`src/hdl/irq_group_cfg.svh`:
```
/*
  Constants of the three-group interrupt source mapper: offsets,
  field masks, field positions and reset values.
  Assumes inclusion by bare name from design and bench files.
*/
`ifndef IRQ_GROUP_CFG_SVH
`define IRQ_GROUP_CFG_SVH

// Byte offsets of each register
`define OFF_TEN_SRC        32'h0000_0000
`define OFF_TEN_EN_SET     32'h0000_0004
`define OFF_TEN_EN_CLR     32'h0000_0008
`define OFF_TEN_RESULT     32'h0000_000c
`define OFF_ELEVEN_SRC     32'h0000_0010
`define OFF_ELEVEN_EN_SET  32'h0000_0014
`define OFF_ELEVEN_EN_CLR  32'h0000_0018
`define OFF_ELEVEN_RESULT  32'h0000_001c
`define OFF_TWELVE_SRC     32'h0000_0020
`define OFF_TWELVE_EN_SET  32'h0000_0024
`define OFF_TWELVE_EN_CLR  32'h0000_0028
`define OFF_TWELVE_RESULT  32'h0000_002c
`define OFF_DET_TEN_LO     32'h0000_0030
`define OFF_DET_TEN_HI     32'h0000_0034
`define OFF_DET_ELEVEN_LO  32'h0000_0038
`define OFF_DET_ELEVEN_HI  32'h0000_003c

// Address decode fields: word index is addr[5:2]
`define MAP_TOP_LSB        6
`define GROUP_DET          2'h3
`define KIND_SRC           2'h0
`define KIND_EN_SET        2'h1
`define KIND_EN_CLR        2'h2
`define KIND_RESULT        2'h3

// Implemented and wake-capable bits per group
`define TEN_VALID          32'h00ff_ffff
`define ELEVEN_VALID       32'h7fff_ffff
`define TWELVE_VALID       32'h0000_01ff
`define TEN_WAKE           32'h00ff_ffff
`define ELEVEN_WAKE        32'h7fff_ffff
`define TWELVE_WAKE        32'h0000_01f0

// Field positions in group twelve
`define TWELVE_BUS_IRQ_LSB 0
`define TWELVE_DATA_LSB    4

// Reset values
`define SRC_RESET          32'h0000_0000
`define EN_RESET           32'h0000_0000
`define DET_RESET          2'h0

// Bus responses
`define RESP_OKAY          2'h0
`define RESP_SLVERR        2'h2

`endif

```
`src/hdl/irq_group_pkg.sv`:
```
/*
  Types of the three-group interrupt source mapper.
  Assumes nothing of its surroundings.
*/
package irq_group_pkg;

  // Pin detection type codes
  typedef enum logic [1:0] {
    DET_HIGH = 2'b00,
    DET_LOW  = 2'b01,
    DET_RISE = 2'b10,
    DET_FALL = 2'b11
  } det_e;

  typedef enum logic [0:0] {
    W_IDLE = 1'b0,
    W_RESP = 1'b1
  } wr_e;

  typedef enum logic [0:0] {
    R_IDLE = 1'b0,
    R_DATA = 1'b1
  } rd_e;

  typedef struct packed {
    wr_e               wst;
    rd_e               rst;
    logic              aw_got;
    logic              w_got;
    logic [31:0]       awaddr;
    logic [31:0]       wdata;
    logic [3:0]        wstrb;
    logic              awready;
    logic              wready;
    logic              bvalid;
    logic [1:0]        bresp;
    logic              arready;
    logic              rvalid;
    logic [1:0]        rresp;
    logic [31:0]       rdata;
    logic [2:0][31:0]  src;
    logic [2:0][31:0]  en;
    logic [23:0][1:0]  det_ten;
    logic [30:0][1:0]  det_eleven;
    logic [23:0]       prev_ten;
    logic [30:0]       prev_eleven;
    logic [4:0]        prev_data;
    logic              irq;
    logic              wake;
    logic [2:0]        group_result;
  } state_s;

endpackage

```
`src/hdl/irq_group_source_mapping.sv`:
```
/*
  Interrupt source mapper for three aggregation groups (ten, eleven,
  twelve) with source, enable-set, enable-clear and result registers,
  pin detection registers and an AXI4-Lite slave.
  Assumes all inputs synchronous to aclk and an AXI4-Lite master
  with at most one write and one read outstanding.
*/
// Chosen here: the register addresses and the AXI4-Lite register port.
`include "irq_group_cfg.svh"

// Operation
// - Group ten bits 7..0 latch events of pins 040..047 in order.
// - Group ten bits 15..8 latch wake events of pins 050..057.
// - Group ten bits 23..16 latch pins 060..067; bits 31..24 reserved.
// - Group eleven bits 7..0 latch wake events of pins 000..007.
// - Group eleven bits 15..8 latch wake events of pins 010..017.
// - Group eleven bits 23..16 latch wake events of pins 020..027.
// - Group eleven bits 30..24 latch wake events of pins 030..036.
// - Pin event is high, low, rising or falling per detection field.
// - Group twelve bits 0..3 set by bus controller requests 0..3.
// - Group twelve bit 4 set by bus 0 port 0 data activity.
// - Group twelve bit 5 set by bus 0 port 1 data activity.
// - Group twelve bit 6 set by bus 2 port 0 data activity.
// - Group twelve bit 7 set by bus 1 port 0 data activity.
// - Group twelve bit 8 set by bus 3 port 0 activity; rest reserved.
module irq_group_source_mapping (
  input  wire logic        aclk,
  input  wire logic        aresetn,
  input  wire logic [23:0] pin_ten_level,
  input  wire logic [30:0] pin_eleven_level,
  input  wire logic [3:0]  bus_irq_req,
  input  wire logic        bus0_port0_data_line,
  input  wire logic        bus0_port1_data_line,
  input  wire logic        bus2_port0_data_line,
  input  wire logic        bus1_port0_data_line,
  input  wire logic        bus3_port0_data_line,
  input  wire logic [31:0] awaddr,
  input  wire logic        awvalid,
  output logic             awready,
  input  wire logic [31:0] wdata,
  input  wire logic [3:0]  wstrb,
  input  wire logic        wvalid,
  output logic             wready,
  output logic [1:0]       bresp,
  output logic             bvalid,
  input  wire logic        bready,
  input  wire logic [31:0] araddr,
  input  wire logic        arvalid,
  output logic             arready,
  output logic [31:0]      rdata,
  output logic [1:0]       rresp,
  output logic             rvalid,
  input  wire logic        rready,
  output logic             irq,
  output logic             wake,
  output logic [2:0]       group_result
);
  import irq_group_pkg::*;

  irq_group_pkg::state_s st;
  irq_group_pkg::state_s nx;
  logic [23:0]           ev_ten;
  logic [30:0]           ev_eleven;
  logic [4:0]            data_now;
  logic [4:0]            data_act;

  // Event from one pin under its detection type
  function automatic logic pin_event(input det_e d, input logic cur,
                                     input logic prv);
    case (d)
      DET_HIGH: pin_event = cur;
      DET_LOW:  pin_event = !cur;
      DET_RISE: pin_event = cur && !prv;
      DET_FALL: pin_event = !cur && prv;
      default:  pin_event = 1'b0;
    endcase
  endfunction

  // Address lies inside the register window
  function automatic logic addr_hit(input logic [31:0] a);
    addr_hit = (a[31:`MAP_TOP_LSB] == '0);
  endfunction

  // Expand byte strobes to a bit mask
  function automatic logic [31:0] byte_mask(input logic [3:0] s);
    byte_mask = {{8{s[3]}}, {8{s[2]}}, {8{s[1]}}, {8{s[0]}}};
  endfunction

  // Register read mux
  function automatic logic [31:0] read_word(input state_s s,
                                            input logic [3:0] idx);
    logic [1:0] g;
    g = idx[3:2];
    read_word = 32'h0000_0000;
    if (g == `GROUP_DET)
    begin
      case (idx[1:0])
        2'h0:    read_word = s.det_ten[15:0];
        2'h1:    read_word = {16'h0000, s.det_ten[23:16]};
        2'h2:    read_word = s.det_eleven[15:0];
        default: read_word = {2'h0, s.det_eleven[30:16]};
      endcase
    end
    else
    begin
      case (idx[1:0])
        `KIND_SRC:    read_word = s.src[g];
        `KIND_RESULT: read_word = s.src[g] & s.en[g];
        default:      read_word = s.en[g];
      endcase
    end
  endfunction

  // Pin event decode, groups ten and eleven
  genvar gi;
  generate
    for (gi = 0; gi < 24; gi++)
    begin : g_ten
      assign ev_ten[gi] = pin_event(det_e'(st.det_ten[gi]),
                                    pin_ten_level[gi], st.prev_ten[gi]);
    end
    for (gi = 0; gi < 31; gi++)
    begin : g_eleven
      assign ev_eleven[gi] = pin_event(det_e'(st.det_eleven[gi]),
                                       pin_eleven_level[gi],
                                       st.prev_eleven[gi]);
    end
  endgenerate

  // Data line activity: any change since last cycle
  assign data_now = {bus3_port0_data_line, bus1_port0_data_line,
                     bus2_port0_data_line, bus0_port1_data_line,
                     bus0_port0_data_line};
  assign data_act = data_now ^ st.prev_data;

  // Next-state logic
  always_comb
  begin
    logic [2:0][31:0] set_v;
    logic [2:0][31:0] valid_v;
    logic [2:0][31:0] wake_v;
    logic [2:0][31:0] clr_v;
    logic [2:0][31:0] ens_v;
    logic [2:0][31:0] enc_v;
    logic [2:0][31:0] res_v;
    logic [31:0]      bm;
    logic [31:0]      wd;
    logic [3:0]       idx;
    set_v   = '0;
    valid_v = '0;
    wake_v  = '0;
    clr_v   = '0;
    ens_v   = '0;
    enc_v   = '0;
    res_v   = '0;
    bm      = byte_mask(st.wstrb);
    wd      = st.wdata & bm;
    idx     = st.awaddr[5:2];
    nx      = st;
    set_v[0][7:0]   = ev_ten[7:0];
    set_v[0][15:8]  = ev_ten[15:8];
    set_v[0][23:16] = ev_ten[23:16];
    set_v[1][7:0]   = ev_eleven[7:0];
    set_v[1][15:8]  = ev_eleven[15:8];
    set_v[1][23:16] = ev_eleven[23:16];
    set_v[1][30:24] = ev_eleven[30:24];
    set_v[2] = {28'h0000000, bus_irq_req} << `TWELVE_BUS_IRQ_LSB;
    set_v[2] = set_v[2] | ({27'h0000000, data_act} << `TWELVE_DATA_LSB);
    valid_v[0] = `TEN_VALID;
    valid_v[1] = `ELEVEN_VALID;
    valid_v[2] = `TWELVE_VALID;
    wake_v[0]  = `TEN_WAKE;
    wake_v[1]  = `ELEVEN_WAKE;
    wake_v[2]  = `TWELVE_WAKE;
    nx.prev_ten    = pin_ten_level;
    nx.prev_eleven = pin_eleven_level;
    nx.prev_data   = data_now;

    // Write address and data capture, either order
    if (awvalid && st.awready)
    begin
      nx.aw_got  = 1'b1;
      nx.awaddr  = awaddr;
      nx.awready = 1'b0;
    end
    if (wvalid && st.wready)
    begin
      nx.w_got  = 1'b1;
      nx.wdata  = wdata;
      nx.wstrb  = wstrb;
      nx.wready = 1'b0;
    end

    // Write execution and response
    case (st.wst)
      W_IDLE:
      begin
        if (st.aw_got && st.w_got)
        begin
          nx.aw_got = 1'b0;
          nx.w_got  = 1'b0;
          nx.bvalid = 1'b1;
          nx.bresp  = `RESP_OKAY;
          nx.wst    = W_RESP;
          if (!addr_hit(st.awaddr))
            nx.bresp = `RESP_SLVERR;
          else if (idx[3:2] == `GROUP_DET)
          begin
            case (idx[1:0])
              2'h0: nx.det_ten[15:0] = (st.det_ten[15:0] & ~bm) | wd;
              2'h1: nx.det_ten[23:16] =
                      (st.det_ten[23:16] & ~bm[15:0]) | wd[15:0];
              2'h2: nx.det_eleven[15:0] =
                      (st.det_eleven[15:0] & ~bm) | wd;
              default: nx.det_eleven[30:16] =
                      (st.det_eleven[30:16] & ~bm[29:0]) | wd[29:0];
            endcase
          end
          else
          begin
            case (idx[1:0])
              `KIND_SRC:    clr_v[idx[3:2]] = wd;
              `KIND_EN_SET: ens_v[idx[3:2]] = wd;
              `KIND_EN_CLR: enc_v[idx[3:2]] = wd;
              default:      clr_v = '0;
            endcase
          end
        end
      end
      W_RESP:
      begin
        if (bready)
        begin
          nx.bvalid  = 1'b0;
          nx.awready = 1'b1;
          nx.wready  = 1'b1;
          nx.wst     = W_IDLE;
        end
      end
      default: nx.wst = W_IDLE;
    endcase

    // Sticky sources, set wins over clear; enables set and clear
    for (int g = 0; g < 3; g++)
    begin
      nx.src[g] = ((st.src[g] & ~clr_v[g]) | set_v[g]) & valid_v[g];
      nx.en[g]  = ((st.en[g] & ~enc_v[g]) | ens_v[g]) & valid_v[g];
      res_v[g]  = nx.src[g] & nx.en[g];
      nx.group_result[g] = |res_v[g];
    end
    nx.irq  = |nx.group_result;
    nx.wake = |((res_v[0] & wake_v[0]) | (res_v[1] & wake_v[1]) |
                (res_v[2] & wake_v[2]));

    // Read channel
    case (st.rst)
      R_IDLE:
      begin
        if (arvalid && st.arready)
        begin
          nx.arready = 1'b0;
          nx.rvalid  = 1'b1;
          nx.rst     = R_DATA;
          if (addr_hit(araddr))
          begin
            nx.rdata = read_word(st, araddr[5:2]);
            nx.rresp = `RESP_OKAY;
          end
          else
          begin
            nx.rdata = 32'h0000_0000;
            nx.rresp = `RESP_SLVERR;
          end
        end
      end
      R_DATA:
      begin
        if (rready)
        begin
          nx.rvalid  = 1'b0;
          nx.arready = 1'b1;
          nx.rst     = R_IDLE;
        end
      end
      default: nx.rst = R_IDLE;
    endcase
  end

  // State register
  always_ff @(posedge aclk)
  begin
    if (!aresetn)
    begin
      st            <= '0;
      st.src        <= {3{`SRC_RESET}};
      st.en         <= {3{`EN_RESET}};
      st.det_ten    <= {24{`DET_RESET}};
      st.det_eleven <= {31{`DET_RESET}};
      st.awready    <= 1'b1;
      st.wready     <= 1'b1;
      st.arready    <= 1'b1;
    end
    else
      st <= nx;
  end

  // Outputs straight from the state register
  assign awready      = st.awready;
  assign wready       = st.wready;
  assign bresp        = st.bresp;
  assign bvalid       = st.bvalid;
  assign arready      = st.arready;
  assign rdata        = st.rdata;
  assign rresp        = st.rresp;
  assign rvalid       = st.rvalid;
  assign irq          = st.irq;
  assign wake         = st.wake;
  assign group_result = st.group_result;
endmodule

```
`config.mk`:
```
export PLATFORM = sky130hd
export DESIGN_NAME = irq_group_source_mapping
export DESIGN_NICKNAME = d
export VERILOG_FILES = /design/src/hdl/irq_group_pkg.sv /design/src/hdl/irq_group_source_mapping.sv
export VERILOG_INCLUDE_DIRS = /design/src /design/src/hdl
export SDC_FILE = /design/constraint.sdc
export NUM_CORES = 1
export LEC_CHECK = 0
export BUFFER_PORTS_ARGS = -buffer_cell sky130_fd_sc_hd__buf_4
export CORE_MARGIN = 2
export CORE_UTILIZATION = 60
export DETAILED_ROUTE_END_ITERATION = 8
export HOLD_SLACK_MARGIN = 0.1
export PLACE_DENSITY = 0.91
export SLEW_MARGIN = 40
export SYNTH_ARGS = -nofsm -noshare
export SYNTH_HDL_FRONTEND = slang
export SYNTH_SLANG_ARGS = --single-unit
```
`constraint.sdc`:
```
create_clock -name aclk -period 5.4 [get_ports aclk]
set_input_delay 1.08 -clock aclk [delete_from_list [all_inputs] [get_ports aclk]]
set_output_delay 1.08 -clock aclk [all_outputs]
set_load 0.05 [all_outputs]
```
==> report_table.html <==
<table>
<tr><th>Metric</th><th>Value</th></tr>
<tr><th colspan="2">Final layout</th></tr>
<tr><td>P&amp;R area growth vs syn</td><td>15.2%</td></tr>
<tr><td>Ratio of cells with drive above 1 in the final layout</td><td>15.3%</td></tr>
<tr><td>Final net count</td><td>2,700</td></tr>
<tr><th colspan="2">Place</th></tr>
<tr><td>Global placer's final weighted congestion</td><td>0.998</td></tr>
<tr><td>Dpl ws</td><td>1.35 ns</td></tr>
<tr><td>Half-perimeter wire length after detailed placement</td><td>49,000 um</td></tr>
<tr><td>PortBufs</td><td>210</td></tr>
<tr><th colspan="2">Floorplanning</th></tr>
<tr><td>Overall die height</td><td>185 um</td></tr>
<tr><td>Area enclosed by the die boundary</td><td>34,200 sq um</td></tr>
<tr><td>Initial Utilization</td><td>60.8%</td></tr>
<tr><td>Core footprint</td><td>32,400 sq um</td></tr>
<tr><td>Die W</td><td>185 um</td></tr>
<tr><td>Top-level I/O count</td><td>217</td></tr>
<tr><td>Placement Rows</td><td>66</td></tr>
<tr><th colspan="2">Clock tree</th></tr>
<tr><td>Cts bufs inserted</td><td>42</td></tr>
<tr><td>Gates resized, CTS repair</td><td>0</td></tr>
<tr><td>Clock-pin slew reported for the worst setup and hold paths after clock tree synthesis</td><td>0.06 ns</td></tr>
<tr><td>H-Tree Depth</td><td>2</td></tr>
<tr><td>Hold bufs inserted after CTS</td><td>0</td></tr>
<tr><td>Clock tree from TritonCTS</td><td>built</td></tr>
<tr><td>Source-to-sink clock delay at the later pin of the worst-skew pair</td><td>0.56 ns</td></tr>
<tr><td>Longest Clk Path Bufs</td><td>3</td></tr>
<tr><td>Clk sinks</td><td>412</td></tr>
<tr><td>Count of buffers added by post-CTS timing repair for setup</td><td>0</td></tr>
<tr><td>Root buffer selected by CTS</td><td>sky130_fd_sc_hd__clkbuf_16</td></tr>
<tr><th colspan="2">Global routing</th></tr>
<tr><td>First-pass GRT wire length</td><td>106,000 um</td></tr>
<tr><td>Antenna violations before repair</td><td>1</td></tr>
<tr><td>Global-route total usage across every layer</td><td>40.5%</td></tr>
<tr><td>Global-route congestion overflow total</td><td>0</td></tr>
<tr><td>Largest net degree at the start of global routing</td><td>156</td></tr>
<tr><td>Vias in the first global route</td><td>18,118</td></tr>
<tr><th colspan="2">Timing</th></tr>
<tr><td>Pins over their slew limit</td><td>0</td></tr>
<tr><td>Max Clock Skew</td><td>0.0228 ns</td></tr>
<tr><td>Final critical path time including I/O delays and setup</td><td>4.44 ns</td></tr>
<tr><td>Min Hold Slack</td><td>0.465 ns</td></tr>
<tr><td>Tightest Pin Transition</td><td>0.946 ns</td></tr>
<tr><td>Final setup margin</td><td>0.962 ns</td></tr>
<tr><td>Setup repair after global routing missed its margin</td><td>false</td></tr>
<tr><td>Fmax achieved</td><td>225 MHz</td></tr>
<tr><td>Count of endpoints failing hold in the final timing report</td><td>0</td></tr>
<tr><td>Headroom to the max-slew limit</td><td>37.0%</td></tr>
<tr><td>TNS Setup</td><td>0 ns</td></tr>
<tr><td>Final setup violation count</td><td>0</td></tr>
<tr><td>Period utilization</td><td>82.2%</td></tr>
<tr><th colspan="2">Run</th></tr>
<tr><td>Number of maximum-capacitance violations</td><td>0</td></tr>
<tr><th colspan="2">Route</th></tr>
<tr><td>Routed vias/inst</td><td>6.62</td></tr>
<tr><td>Total iterations of the first detailed-routing run</td><td>7</td></tr>
<tr><td>Total wire length</td><td>71,200 um</td></tr>
<tr><td>Remaining antenna violation count after routing</td><td>0</td></tr>
<tr><td>Post-DR wirelength/cell</td><td>23.7 um</td></tr>
<tr><td>Iteration-0 DRC count of the detailed router</td><td>3,121</td></tr>
<tr><td>Remaining design rule violation count</td><td>0</td></tr>
<tr><td>Vias</td><td>19,851</td></tr>
<tr><th colspan="2">Logic synthesis</th></tr>
<tr><td>Fraction of registers with async set/reset</td><td>0%</td></tr>
<tr><td>Portion of netlist area occupied by mux cells</td><td>5.22%</td></tr>
<tr><td>Flip-flop cell with the highest count after synthesis</td><td>sky130_fd_sc_hd__dfxtp_1</td></tr>
<tr><td>Adder-Cell Fraction of Synth Area</td><td>0.318%</td></tr>
<tr><td>Main combinational cell family by area after synthesis</td><td>compound AO/OA/AOI/OAI gates</td></tr>
<tr><td>Sequential fraction of the synthesis area</td><td>41.9%</td></tr>
<tr><td>EDFF count, synth</td><td>0</td></tr>
<tr><td>Xor/xnor share of the synthesized area</td><td>0.312%</td></tr>
<tr><td>Cell area after technology mapping</td><td>19,700 sq um</td></tr>
<tr><td>Compound-Gate Fraction of Synth Area</td><td>23.3%</td></tr>
<tr><td>Mean instance size in the synthesized netlist</td><td>8.08 sq um</td></tr>
<tr><td>Total of flip-flops plus latches after synthesis</td><td>412</td></tr>
<tr><td>Total number of yosys warnings</td><td>0</td></tr>
<tr><td>Post-synthesis share of cell area spent on and, or, nand and nor gates</td><td>22.1%</td></tr>
<tr><td>Number of distinct library cells after synthesis</td><td>77</td></tr>
<tr><td>Post-synthesis instance total</td><td>2,436</td></tr>
<tr><th colspan="2">Worst setup path</th></tr>
<tr><td>Critical Path RT</td><td>5.79 ns</td></tr>
<tr><td>Arrival time of data at the critical path endpoint</td><td>4.83 ns</td></tr>
<tr><td>Startpoint types</td><td>flop</td></tr>
<tr><td>Critical path endpoint category</td><td>flop</td></tr>
<tr><td>Class of the most critical setup path</td><td>flop to flop</td></tr>
<tr><td>Largest fanout of any net on the critical path</td><td>47</td></tr>
<tr><th colspan="2">Power</th></tr>
<tr><td>Leakage power of the design</td><td>0.00823 uW</td></tr>
<tr><td>Peak supply drop</td><td>268 uV</td></tr>
<tr><td>Power per standard cell area</td><td>314 nW/um^2</td></tr>
<tr><th colspan="2">Hold path</th></tr>
<tr><td>Tightest Hold Check Type</td><td>flop to flop</td></tr>
<tr><th colspan="2">Run status</th></tr>
<tr><td>Status</td><td>finished, final reports clean</td></tr>
</table>
## layout make-up
| class | count | area [sq um] |
|---|---|---|
| sequential | 412 | 8250 |
| inverter | 84 | 328 |
| multi-input combinational | 1730 | 10200 |
| fill | 2477 | 9710 |
| antenna | 2 | 5.00 |
| clock inverter | 19 | 260 |
| clock buffer | 57 | 1220 |
| tap | 442 | 553 |
| timing repair buffer | 254 | 1890 |
## synth_stat cells, drive strengths merged, types with 35 or more instances
library cell / number / area (sq um)
nand3: 56 / 280
a31oi: 35 / 219
mux2i: 98 / 981
o41ai: 53 / 577
inv: 82 / 308
o31ai: 35 / 268
dfxtp: 412 / 8250
o22ai: 36 / 225
buf: 69 / 487
clkbuf: 142 / 538
a21oi: 281 / 1410
a22oi: 69 / 518
o21ai: 91 / 455
nand2: 380 / 1440
and2: 113 / 707
nor2: 201 / 774
## path summary, 6_finish.rpt
kind,startpoint,to,slack (ns),cells past startpoint
worst min register to register,st[465]$_SDFFE_PN0P_,st[465]$_SDFFE_PN0P_,0.46,2
worst max register to register,st[461]$_SDFFE_PN0P_,irq$_SDFF_PN0_,0.96,10
worst max-delay path,st[461]$_SDFFE_PN0P_,irq$_SDFF_PN0_,0.96,10
worst min-delay path,st[465]$_SDFFE_PN0P_,st[465]$_SDFFE_PN0P_,0.46,2
## power breakdown
group,switching [uW],internal (uW)
logic,508,252
clock network,1270,1830
registers,113,3130
## metal layers
layer	track usage [%]	wire [um]
met4	12.2	2360
met5	0	13
met1	54.7	27900
met3	14.1	10400
met2	60.9	30600
## cell families (layout without fill, tap and decap cells)
kind of cell | after synthesis | after routing
compound gates | 705 | 705
xor+xnor | 7 | 7
fa+ha+maj | 5 | 5
buf+inv | 295 | 414
flops | 412 | 412
mux | 102 | 102
other cells | 1 | 4
simple gates | 909 | 909
## critical path: stages (launching register included)
cell and delay [ns]:
sky130_fd_sc_hd__dfxtp_1 0.32, sky130_fd_sc_hd__nor4_2 0.44, sky130_fd_sc_hd__nand4_4 0.72, sky130_fd_sc_hd__buf_4 0.49
sky130_fd_sc_hd__o31ai_1 0.51, sky130_fd_sc_hd__o211ai_1 0.36, sky130_fd_sc_hd__a2111oi_2 0.62, sky130_fd_sc_hd__nand4_1 0.27
sky130_fd_sc_hd__nor4_2 0.20, sky130_fd_sc_hd__buf_4 0.18, sky130_fd_sc_hd__a41oi_1 0.13
## placed cells by master (no fill, tap or decap), drive strengths merged, types with 58 or more instances in the layout
cell type	instances
mux2i	98
a21oi	281
nand2	380
clkbuf	58
dfxtp	412
nor2	201
and2	113
buf	253
a22oi	69
inv	81
o21ai	91
## per-stage QoR
step | cells | instance area (sq um) | total power (uW) | utilization [%]
CTS | 2992 | 22600 | 7070 | 69.9
finish | 3000 | 22700 | 7110 | 70.0
floorplan | 2437 | 19700 | 3710 | -
global route | 2998 | 22700 | 7260 | 70.0
global placement | 2916 | 21100 | 4000 | 65.2
detailed placement | 2916 | 21100 | 4030 | 65.3
(Power assumes the default switching activity.)
